$ cat src/core/sqs_pkg.sv
// Shared constants of the quad switch control and fault logic
package sqs_pkg;

  // ************************************************
  // Clock and timing
  // ************************************************
  localparam int SQS_CLK_FREQ_HZ      = 40_000_000;
  localparam int SQS_SCLK_MAX_HZ      = 10_000_000;
  localparam int SQS_INRUSH_TIME_US   = 10_000;
  // Least time; whole microseconds at 40 clocks each, so no rounding is applied
  localparam int SQS_INRUSH_CYCLES    =
    (SQS_INRUSH_TIME_US * (SQS_CLK_FREQ_HZ / 1_000_000) + 0) ;
  localparam int SQS_SLOW_SW_MAX_HZ   = 50_000;
  localparam int SQS_FAST_SW_MAX_HZ   = 500_000;

  // ************************************************
  // Serial frame
  // ************************************************
  localparam int SQS_CHANNELS         = 4;
  localparam int SQS_FRAME_BITS       = 8;
  localparam int SQS_CNT_W            = $clog2(SQS_FRAME_BITS);
  localparam int SQS_CFG_MSB          = 7;
  localparam int SQS_CFG_LSB          = 4;
  localparam logic [3:0] SQS_CFG_RST  = 4'h0;
  localparam logic [7:0] SQS_SH_RST   = 8'h00;

endpackage

$ cat src/core/sqs_switch_top.sv
// Control, serial frame checking and fault signalling of a quad low-side switch
// How it works
// - Serial error pin pulled low on parity mismatch or bit count not multiple of 8
// - Fault pin pulled low while any fault exists, released once cleared
// - Faults: thermal shutdown, overload of on channel, reverse current, UVLO, limit pin short
// - Reverse current drives reverse flag low and turns all outputs off
// - Reverse detection works on every channel whether on or off
// - Inrush mode doubles current limit for a window after each turn-on
// - After the window the normal current limit returns
// - Inrush mode follows its select input; open input means disabled
// - Edge select low gives slow edges, up to 50 kHz switching
// - Edge select high gives fast edges, up to 500 kHz switching
// - Daisy chain: serial input shifts through to serial output, eight bits later
// - Kill input low forces all outputs off; high follows last configuration
`timescale 1ns/1ps
module sqs_switch_top
  import sqs_pkg::*;
#(
  parameter int INRUSH_CYC = SQS_INRUSH_CYCLES
)(
  input  wire logic       SYS_CLK,
  input  wire logic       NRST,
  input  wire logic       SCLK,
  input  wire logic       CS_N,
  input  wire logic       SDI,
  output logic            SDO,
  input  wire logic       OUTPUT_KILL_N,
  input  wire logic       INRUSH_SELECT,
  input  wire logic       FAST_EDGE_SELECT,
  input  wire logic       THERMAL_SHUTDOWN,
  input  wire logic [3:0] CH_OVERLOAD,
  input  wire logic [3:0] REV_DETECT,
  input  wire logic       UVLO_5V,
  input  wire logic       CURRENT_LIMIT_SET_PIN_SHORT,
  output logic [3:0]      OUT_ON,
  output logic [3:0]      LIMIT_DOUBLE,
  output logic            SLEW_FAST,
  output logic            REV_N,
  output logic            FAULT_N_OUT,
  output logic            FAULT_N_OE,
  output logic            SERIAL_FRAME_ERROR_N_OUT,
  output logic            SERIAL_FRAME_ERROR_N_OE
);

  // ************************************************
  // Serial frame capture
  // ************************************************
  logic                 sclk_d_ff;
  logic                 cs_n_d_ff;
  logic [7:0]           sh_ff;
  logic [7:0]           nxt_sh;
  logic [SQS_CNT_W-1:0] cnt_ff;
  logic [SQS_CNT_W-1:0] nxt_cnt;
  logic                 any_ff;
  logic                 nxt_any;
  logic                 sdo_ff;
  logic                 nxt_sdo;
  logic [3:0]           cfg_ff;
  logic [3:0]           nxt_cfg;
  logic                 err_ff;
  logic                 nxt_err;
  logic                 sclk_rise;
  logic                 cs_fall;
  logic                 cs_rise;
  logic                 frame_good;
  logic [7:0]           status;

  assign sclk_rise  = SCLK && !sclk_d_ff;
  assign cs_fall    = !CS_N && cs_n_d_ff;
  assign cs_rise    = CS_N && !cs_n_d_ff;
  // Even parity over the last byte; zero clocks is no frame at all
  assign frame_good = any_ff && (cnt_ff == '0) && !(^sh_ff);

  always_comb begin
    nxt_sh  = sh_ff;
    nxt_cnt = cnt_ff;
    nxt_any = any_ff;
    nxt_sdo = sdo_ff;
    nxt_cfg = cfg_ff;
    nxt_err = err_ff;
    if (cs_fall) begin
      nxt_sh  = status;
      nxt_cnt = '0;
      nxt_any = 1'b0;
      nxt_sdo = status[7];
    end else if (!CS_N && sclk_rise) begin
      nxt_sh  = {sh_ff[6:0], SDI};
      nxt_cnt = cnt_ff + SQS_CNT_W'(1);
      nxt_any = 1'b1;
      nxt_sdo = sh_ff[6];
    end
    if (cs_rise && any_ff) begin
      if (frame_good) begin
        nxt_cfg = sh_ff[SQS_CFG_MSB:SQS_CFG_LSB];
        nxt_err = 1'b0;
      end else begin
        nxt_err = 1'b1;
      end
    end
  end

  always_ff @(posedge SYS_CLK) begin
    if (!NRST) begin
      sclk_d_ff <= 1'b0;
      cs_n_d_ff <= 1'b1;
      sh_ff     <= SQS_SH_RST;
      cnt_ff    <= '0;
      any_ff    <= 1'b0;
      sdo_ff    <= 1'b0;
      cfg_ff    <= SQS_CFG_RST;
      err_ff    <= 1'b0;
    end else begin
      sclk_d_ff <= SCLK;
      cs_n_d_ff <= CS_N;
      sh_ff     <= nxt_sh;
      cnt_ff    <= nxt_cnt;
      any_ff    <= nxt_any;
      sdo_ff    <= nxt_sdo;
      cfg_ff    <= nxt_cfg;
      err_ff    <= nxt_err;
    end
  end

  // ************************************************
  // Output control and fault gathering
  // ************************************************
  logic [3:0] on_ff;
  logic [3:0] nxt_on;
  logic       rev_ff;
  logic       nxt_rev;
  logic       fault_ff;
  logic       nxt_fault;
  logic       fast_ff;

  assign status = {CH_OVERLOAD, rev_ff, THERMAL_SHUTDOWN, UVLO_5V,
                   CURRENT_LIMIT_SET_PIN_SHORT};

  always_comb begin
    nxt_rev   = |REV_DETECT;
    // Kill and reverse current both override the configuration
    nxt_on    = cfg_ff & {4{OUTPUT_KILL_N}} & {4{!rev_ff}};
    nxt_fault = THERMAL_SHUTDOWN || (|(CH_OVERLOAD & on_ff)) || rev_ff
                || UVLO_5V || CURRENT_LIMIT_SET_PIN_SHORT;
  end

  always_ff @(posedge SYS_CLK) begin
    if (!NRST) begin
      on_ff    <= 4'h0;
      rev_ff   <= 1'b0;
      fault_ff <= 1'b0;
      fast_ff  <= 1'b0;
    end else begin
      on_ff    <= nxt_on;
      rev_ff   <= nxt_rev;
      fault_ff <= nxt_fault;
      fast_ff  <= FAST_EDGE_SELECT;
    end
  end

  genvar ch;
  generate
    for (ch = 0; ch < SQS_CHANNELS; ch++) begin : g_inrush
      sqs_inrush_timer #(
        .WIN_CYC (INRUSH_CYC)
      ) u_timer (
        .clk    (SYS_CLK),
        .nrst   (NRST),
        .enable (INRUSH_SELECT),
        .on     (on_ff[ch]),
        .boost  (LIMIT_DOUBLE[ch])
      );
    end
  endgenerate

  // Open-drain pins only ever drive low
  assign SDO                      = sdo_ff;
  assign OUT_ON                   = on_ff;
  assign SLEW_FAST                = fast_ff;
  assign REV_N                    = !rev_ff;
  assign FAULT_N_OUT              = 1'b0;
  assign FAULT_N_OE               = fault_ff;
  assign SERIAL_FRAME_ERROR_N_OUT = 1'b0;
  assign SERIAL_FRAME_ERROR_N_OE  = err_ff;
endmodule

$ cat src/core/sqs_inrush_timer.sv
// Per-channel inrush window timer that doubles the current limit
`timescale 1ns/1ps
module sqs_inrush_timer
  import sqs_pkg::*;
#(
  parameter int WIN_CYC = SQS_INRUSH_CYCLES
)(
  input  wire logic clk,
  input  wire logic nrst,
  input  wire logic enable,
  input  wire logic on,
  output logic      boost
);

  localparam int CW = $clog2(WIN_CYC + 1);
  localparam logic [CW-1:0] WIN_LOAD = CW'(WIN_CYC);

  logic [CW-1:0] cnt_ff;
  logic [CW-1:0] nxt_cnt;
  logic          on_ff;
  logic          boost_ff;
  logic          nxt_boost;

  always_comb begin
    nxt_cnt   = cnt_ff;
    nxt_boost = 1'b0;
    if (!enable || !on) begin
      nxt_cnt = '0;
    end else if (!on_ff) begin
      nxt_cnt   = WIN_LOAD;
      nxt_boost = 1'b1;
    end else if (cnt_ff != '0) begin
      nxt_cnt   = cnt_ff - CW'(1);
      nxt_boost = (cnt_ff != CW'(1));
    end
  end

  always_ff @(posedge clk) begin
    if (!nrst) begin
      cnt_ff   <= '0;
      on_ff    <= 1'b0;
      boost_ff <= 1'b0;
    end else begin
      cnt_ff   <= nxt_cnt;
      on_ff    <= on;
      boost_ff <= nxt_boost;
    end
  end

  assign boost = boost_ff;
endmodule

$ cat config.mk
export PLATFORM = sky130hd
export DESIGN_NAME = sqs_switch_top
export DESIGN_NICKNAME = d
export VERILOG_FILES = /design/src/core/sqs_pkg.sv /design/src/core/sqs_switch_top.sv /design/src/core/sqs_inrush_timer.sv
export SDC_FILE = /design/constraint.sdc
export NUM_CORES = 1
export LEC_CHECK = 0
export CAP_MARGIN = 20
export CORE_MARGIN = 1
export CORE_UTILIZATION = 50
export DETAILED_ROUTE_END_ITERATION = 6
export DONT_BUFFER_PORTS = 1
export GPL_ROUTABILITY_DRIVEN = 0
export GPL_TIMING_DRIVEN = 0
export HOLD_SLACK_MARGIN = 0.12
export PLACE_DENSITY = 0.78
export SYNTH_ARGS = -nofsm -noshare
export SYNTH_HDL_FRONTEND = slang
export SYNTH_HIERARCHICAL = 1
export SYNTH_SLANG_ARGS = --single-unit
export TNS_END_PERCENT = 30
$ cat constraint.sdc
create_clock -name SYS_CLK -period 1.9 [get_ports SYS_CLK]
set_input_delay 0.19 -clock SYS_CLK [delete_from_list [all_inputs] [get_ports SYS_CLK]]
set_output_delay 0.19 -clock SYS_CLK [all_outputs]
set_load 0.02 [all_outputs]
==> implementation parameters, run 1 <==
Parameter                              Value

Power
  Sequential share of power    0.511
  Clock power share    0.451
  Leakage power total    between 2 and 3 nW
  Net switching fraction of the power    0.221
  Peak ir drop on the vdd network    0.000820 V
  Final total power    ~0.0046 W
  Combinational group share of total power    0.038
  Switching power of the nets    0.00101 W
  Int Pwr    around 0.0036 W
  Power per standard cell area    roughly 630 nW/um^2

Placed design
  Count of placed standard cells including taps    slightly above 800
  Placed wire-length estimate    9530 um
  Placed Instance Area    approximately 6000 um^2
  Count of buffers from port buffering    0

Route
  Vias per inst    6.23
  DRC violation total after the first TritonRoute iteration    between 400 and 500
  Sum of routed wire length over all layers    15200 um
  Routed WL per cell    17.3 um
  Remaining number of nets flagged by the antenna check after routing    0
  DR pass1 iterations    5
  DRC violation count after routing    0
  Via count of the routed design    between 5000 and 6000

Floorplanning
  Die height    110 um
  Die boundary width    between 100 and 150 um
  Core area    between 10000 and 15000 um^2
  Core Rows    38
  Number of top-level pins    34
  Initial core utilization    0.524
  Die Footprint    approximately 12000 um^2

Yosys
  #FFs+latches synth    110
  Count of warnings emitted by yosys    6
  Fraction of the yosys area taken by sequential cells    0.379
  Post-synthesis share of cell area spent on xor and xnor gates    0.0196
  Fraction of registers with async set/reset    0
  Post-synthesis compound-gate area fraction    0.155
  Post-synthesis average cell area    between 8 and 9 um^2
  Most used standard cell by instance count after synthesis    sky130_fd_sc_hd__dfxtp_1
  Biggest area consumer among synthesized cells    sky130_fd_sc_hd__dfxtp_1
  Post-Syn Instances    672
  Top_reg_cell synth    sky130_fd_sc_hd__dfxtp_1
  Distinct cells, synth    63
  Post-synthesis mux area share    0.0655
  Synth Area in Adders    0.0302
  Number of enable-type register cells in the synthesized netlist    0
  Most common library cells after synthesis    sky130_fd_sc_hd__dfxtp_1, sky130_fd_sc_hd__nand2_1, sky130_fd_sc_hd__nor2_1
  Dominant combinational cell family by area after synthesis    simple AND/OR/NAND/NOR gates
  Synth area leaders    sky130_fd_sc_hd__dfxtp_1, sky130_fd_sc_hd__mux2i_1, sky130_fd_sc_hd__nand2b_1, sky130_fd_sc_hd__nand2_1, sky130_fd_sc_hd__ha_1
  Simple-gate share of the synthesized area    0.316
  Cell area after synthesis    5810 um^2
  Top cell type's share of synthesized area    0.379

Layout
  Share of cells above drive strength 1    0.231
  # nets final    between 700 and 800
  Finished Core Util    0.653
  Layout overhead on the synthesized area    24.4%
  Final Cell Area    between 7000 and 8000 um^2
  Post-route non-filler standard cell count    approximately 880

Timing
  Pin slew with the least headroom to its limit    around 660 ps
  Highest attainable clock frequency    486 MHz
  Setup repair after global routing missed its margin    true
  Count of final setup violators    13
  Worst Slack Setup Final    -160 ps
  Total count of hold-check failures in the final report    0
  Final critical delay including setup and external delays    between 2000 and 2500 ps
  Fraction of the cycle the final worst path needs    1.08
  Number of max-slew violations in the final report    0
  Headroom to the max-slew limit    0.558
  Worst Skew    about 7.5 ps
  Sum of negative setup slack    -790 ps

Global routing
  GRT Overall Usage    0.251
  Maximum number of pins on one net before global-route repair    19
  Wire length of the first global-routing pass    between 20000 and 25000 um
  Number of global-route vias before repair    about 5000
  Number of antenna violations at the first check in global routing    1
  GRT Residual Overflow    0

Setup path
  Critical path class    register to register
  Largest fanout of any net on the critical path    4
  Required time of the worst setup path    ~2200 ps
  Endpoint kind of the worst setup timing path    register
  Slowest stage cell on the critical path    sky130_fd_sc_hd__or4_4
  Data arrival time of the worst path    between 2000 and 2500 ps
  Startpoint types    register
  Top delay family on crit path    simple AND/OR/NAND/NOR gates
  Delay of the slowest critical-path stage    about 500 ps
  Chain of cells forming the critical path    inv_4 -> ha_4 -> or4b_4 -> or4_4 -> buf_4 -> xor2_1 -> a211oi_1
  Crit path buffers/inverters    2

Clock network
  TritonCTS clock tree    done
  Clock Latency Late Sink    between 300 and 400 ps
  Total clock buffers created by CTS    9
  Max clock buf depth    2
  Root Driver    sky130_fd_sc_hd__clkbuf_16
  Clock Sink Count    110
  Max H-tree Level    3
  Clock-pin slew of the registers on the worst-case setup and hold paths    80 ps

Min path
  Worst min-delay path class    input pin to register

Status
  Run status    complete, but fails checks
  Failing checks    negative setup slack

Flow run
  # Max-Cap Violations    0
==> placed cells by master, fill, tap and decap left out, types with 15 or more instances in the layout <==
cell type	synthesis	layout
sky130_fd_sc_hd__a21oi_1	25	24
sky130_fd_sc_hd__nand2b_1	35	35
sky130_fd_sc_hd__buf_4	2	36
sky130_fd_sc_hd__nand3_1	24	21
sky130_fd_sc_hd__nor3_1	35	29
sky130_fd_sc_hd__mux2i_1	38	38
sky130_fd_sc_hd__nor4_1	18	16
sky130_fd_sc_hd__nand2_1	56	55
sky130_fd_sc_hd__a31oi_1	17	17
sky130_fd_sc_hd__a211oi_1	16	16
sky130_fd_sc_hd__dfxtp_1	110	89
sky130_fd_sc_hd__nor2_1	41	38
sky130_fd_sc_hd__nand4_1	15	15
sky130_fd_sc_hd__o21ai_0	24	23
sky130_fd_sc_hd__dlygate4sd3_1	0	16
==> what timing repair did <==
action	4_1_cts	5_1_grt
setup endpoints to repair	71	71
cloned	0	1
hold buffers	16	0
endpoints found under the hold margin	24	0
resized for setup	53	66
setup buffers	12	25
pin swaps	18	22
==> layout make-up <==
class | count | area (um^2)
Timing Repair Buffer | 54 | 454
Clock inverter | 6 | 93.8
Buffer | 19 | 108
Sequential cell | 110 | 2250
Tap cell | 140 | 175
Fill cell | 817 | 3850
Inverter | 19 | 91.3
Antenna cell | 1 | 2.50
Clock buffer | 9 | 225
Multi-Input combinational cell | 520 | 3830
==> per-layer routing <==
layer  part of all wire  wire length (um)  track usage
met1               0.43              6510        0.311
met2               0.49              7460        0.414
met3              0.056               856       0.0605
met4              0.026               393        0.104
met5                  0                 0            0
==> metrics by stage <==
step                      worst slack, ps  hold WS [ps]
after detailed placement             -454           268
after floorplan                     -16.2           263
after CTS                            -108           121
after global placement               -350           268
final                                -160           141
after global routing                 -210           127
==> tightest hold or removal path: stages <==
cell and delay, ps:
sky130_fd_sc_hd__nor2_1 100, sky130_fd_sc_hd__nor2_1 110, sky130_fd_sc_hd__a211oi_1 50
==> state kept, by name, indices dropped and copies added, names as in the netlist <==
register and flops:
SERIAL_FRAME_ERROR_N_OE 1, OUT_ON 4, FAULT_N_OE 1, g_inrush.u_timer/boost 4, cfg_ff 4, g_inrush.u_timer/on_ff 4
sclk_d_ff 1, cnt_ff 3, sh_ff 8, cs_n_d_ff 1, rev_ff 1, SLEW_FAST 1
g_inrush.u_timer/cnt_ff 76, any_ff 1
==> worst paths after layout <==
kind,start,endpoint,slack [ps],cells past startpoint
max,g_inrush[1].u_timer/cnt_ff[1]$_SDFFE_PP0P_,g_inrush[1].u_timer/cnt_ff[16]$_SDFFE_PP0P_,-160,7
min,CS_N,sh_ff[4]$_SDFFE_PN0P_,140,3
min reg2reg,cfg_ff[0]$_SDFFE_PN0P_,cfg_ff[0]$_SDFFE_PN0P_,460,2
max reg2reg,g_inrush[1].u_timer/cnt_ff[1]$_SDFFE_PP0P_,g_inrush[1].u_timer/cnt_ff[16]$_SDFFE_PP0P_,-160,7
==> power groups by stage <==
| stage | clock network (W) | registers, W | logic [W] |
|---|---|---|---|
| 2_1_floorplan | 0 | 0.00240 | 0.000118 |
| 3_3_place_gp | 0 | 0.00240 | 0.000133 |
| 3_5_place_dp | 0 | 0.00241 | 0.000134 |
| 4_1_cts | 0.00209 | 0.00235 | 0.000165 |
| 5_1_grt | 0.00219 | 0.00234 | 0.000184 |
| 6_report | 0.00206 | 0.00234 | 0.000172 |
==> cell families after synthesis <==
kind of cell | Yosys count
other | 1
and+or+nand+nor | 322
buffers and inverters | 43
adders and majority gates | 14
DFF | 110
AOI/OAI and AO/OA | 131
muxes | 38
xor gates and xnor gates | 13
Power figures use the tool's default switching activity.
==> run 2: changes to the inputs <==
--- a/config.mk
+++ b/config.mk
@@ -8,6 +8,7 @@
 export CAP_MARGIN = 20
 export CORE_MARGIN = 1
 export CORE_UTILIZATION = 50
+export CTS_BUF_LIST = sky130_fd_sc_hd__clkbuf_4
 export DETAILED_ROUTE_END_ITERATION = 6
 export DONT_BUFFER_PORTS = 1
 export GPL_ROUTABILITY_DRIVEN = 0
==> run 2 against run 1 <==
Effect of this change: the run still ends with negative setup slack left; hold slack gained 48 ps; flip-flop and latch count is the same; sequential share of layout area grew 0.38 points; die area is the same; non-clock buffer count grew 12; maximum frequency shrank 0.19%; global-route usage shrank 0.36 points; via count grew 3.3%; clock-buffer cell count is the same; critical path type unchanged; largest cell class unchanged.
==> implementation parameters, run 2 (synthesis results as in run 1) <==
Parameter                              Value

Route
  Wire length on met3    997 um (+16%)
  DR pass1 iterations    5 (unchanged)
  DRC violation total after the first TritonRoute iteration    447 (+3.7%)
  Sum of routed wire length over all layers    15500 um (+2.1%)
  Remaining number of nets flagged by the antenna check after routing    0 (unchanged)
  Routed WL per cell    17.5 um (+0.80%)
  Metal1 wirelength    6580 um (+1.2%)
  Via count of the routed design    5650 (+3.3%)
  Vias per inst    6.36 (+2.0%)
  Met2 layer wire length in the routed design    7570 um (+1.5%)
  DRC violation count after routing    0 (unchanged)
  Top metal layer carrying routed signals    met4

Status
  Run status    complete, but fails checks
  Failing checks    negative setup slack

Global routing
  Number of global-route vias before repair    5017 (-0.060%)
  GRT Overall Usage    0.247 (-0.00363)
  GRT Residual Overflow    0 (unchanged)
  Number of antenna violations at the first check in global routing    0 (-1)
  Maximum number of pins on one net before global-route repair    19 (unchanged)
  Wire length of the first global-routing pass    23500 um (-1.1%)

Timing
  Final critical delay including setup and external delays    2060 ps (+3.95 ps)
  Worst slack on hold paths    190 ps (+48.5 ps)
  Setup repair after global routing missed its margin    true
  Total count of hold-check failures in the final report    0 (unchanged)
  Pin slew with the least headroom to its limit    599 ps (-58.4 ps)
  Worst Skew    20.3 ps (+12.9 ps)
  Fraction of the cycle the final worst path needs    1.09 (+0.00208)
  Worst Slack Setup Final    -164 ps (-3.95 ps)
  Count of final setup violators    16 (+3)
  Headroom to the max-slew limit    0.598 (+0.0397)
  Highest attainable clock frequency    485 MHz (-0.19%)
  Number of max-slew violations in the final report    0 (unchanged)

Clock network
  Total clock buffers created by CTS    9 (unchanged)
  Clock Sink Count    110 (unchanged)
  Max clock buf depth    2 (unchanged)
  Max H-tree Level    3 (unchanged)
  Clock Latency Late Sink    500 ps (+140 ps)
  TritonCTS clock tree    done
  Root Driver    sky130_fd_sc_hd__clkbuf_4
  Clock-pin slew of the registers on the worst-case setup and hold paths    170 ps (+90 ps)

Setup path
  Endpoint kind of the worst setup timing path    register
  Startpoint types    register
  Largest fanout of any net on the critical path    4 (unchanged)
  Critical path class    register to register
  Required time of the worst setup path    2310 ps (+140 ps)
  Data arrival time of the worst path    2480 ps (+150 ps)

Floorplanning
  Initial core utilization    0.524 (unchanged)
  Die boundary width    110 um (unchanged)
  Number of top-level pins    34 (unchanged)
  Core area    11100 um^2 (unchanged)
  Core Rows    38 (unchanged)
  Die height    110 um (unchanged)
  Die Footprint    12100 um^2 (unchanged)

Power
  Power per standard cell area    539 nW/um^2 (-15%)
  Peak ir drop on the vdd network    0.000622 V (-24%)
  Leakage power total    2.95 nW (+0.15%)

Layout
  Share of cells above drive strength 1    0.242 (+0.0110)
  # nets final    778 (+1.6%)
  Total of fill cells in the finished design    835 (+2.2%)
  Total inserted antenna cells    0 (-1)
  Leading cell type in the layout, fill and taps excluded    sky130_fd_sc_hd__dfxtp_1
  Flip-flop count of the largest register, all copies and words added    76 (unchanged)
  Final Cell Area    7190 um^2 (-0.61%)
  Finished Core Util    0.649 (-0.00395)
  Largest registers in the final layout    g_inrush.u_timer/cnt_ff x76, sh_ff x8
  Layout overhead on the synthesized area    23.7%
  Register with the most flip-flops    g_inrush.u_timer/cnt_ff
  Most frequent cells in the layout    sky130_fd_sc_hd__dfxtp_1, sky130_fd_sc_hd__nand2_1, sky130_fd_sc_hd__buf_4, sky130_fd_sc_hd__nor2_1, sky130_fd_sc_hd__mux2i_1

Placed design
  Count of buffers from port buffering    0 (unchanged)
  Dpl ws    -454 ps (unchanged)
  Placed Instance Area    6070 um^2 (unchanged)
  Placed wire-length estimate    9530 um (unchanged)

Min path
  Worst min-delay path class    input pin to register

Flow run
  # Max-Cap Violations    0 (unchanged)
[run 2: worst paths after layout]
path | startpoint | to | slack [ps] | cells past startpoint
worst min register to register | cfg_ff[0]$_SDFFE_PN0P_ | cfg_ff[0]$_SDFFE_PN0P_ | 470 | 2
worst max-delay path | g_inrush[1].u_timer/cnt_ff[1]$_SDFFE_PP0P_ | g_inrush[1].u_timer/cnt_ff[16]$_SDFFE_PP0P_ | -160 | 7
worst max register to register | g_inrush[1].u_timer/cnt_ff[1]$_SDFFE_PP0P_ | g_inrush[1].u_timer/cnt_ff[16]$_SDFFE_PP0P_ | -160 | 7
worst min-delay path | CS_N | sh_ff[4]$_SDFFE_PN0P_ | 190 | 4
[run 2: metrics by stage]
stage | power [W] | instances | setup TNS [ps]
6_report | 0.00387 | 889 | -973
4_1_cts | 0.00390 | 866 | -876
3_5_place_dp | 0.00254 | 813 | -12930
3_3_place_gp | 0.00254 | 813 | -9210
2_1_floorplan | 0.00252 | 673 | -58.1
5_1_grt | 0.00401 | 889 | -2160
[run 2: area by class of cell]
cell class	instances	area, um^2	share of cell area
Multi-Input combinational cell	520	3820	0.532
Sequential cell	110	2270	0.316
Timing Repair Buffer	66	559	0.0778
Tap cell	140	175	0.0244
Buffer	19	108	0.0150
Clock inverter	6	93.8	0.0131
Inverter	19	93.8	0.0131
Clock buffer	9	67.6	0.00940
[run 2: layer usage]
metal	vias up	track usage
met5	-	0
met4	0	0.0848
met3	49	0.0646
met2	233	0.416
met1	2697	0.304
li1	2671	-
[run 2: repair_timing]
action / 4_1_cts / 5_1_grt
pin swaps: 20 / 20
endpoints found under the hold margin: 76 / 0
endpoints found under the setup margin: 71 / 73
setup buffers: 24 / 24
hold buffers: 18 / 0
resized for setup: 61 / 65
[run 2: worst max-delay path, stage by stage (launching register included)]
cell                       delay [ps]
sky130_fd_sc_hd__dfxtp_4          390
sky130_fd_sc_hd__inv_4             70
sky130_fd_sc_hd__ha_4             120
sky130_fd_sc_hd__or4b_4           450
sky130_fd_sc_hd__or4_4            510
sky130_fd_sc_hd__buf_4            150
sky130_fd_sc_hd__xor2_1           130
sky130_fd_sc_hd__a211oi_1         160
[run 2: report_power, final]
| part | internal (W) | leakage (nW) | switching (W) |
|---|---|---|---|
| logic | 0.0000860 | 1.96 | 0.0000902 |
| registers | 0.00231 | 0.906 | 0.0000270 |
| clock network | 0.000541 | 0.0883 | 0.000818 |
| total | 0.00294 | 2.95 | 0.000935 |
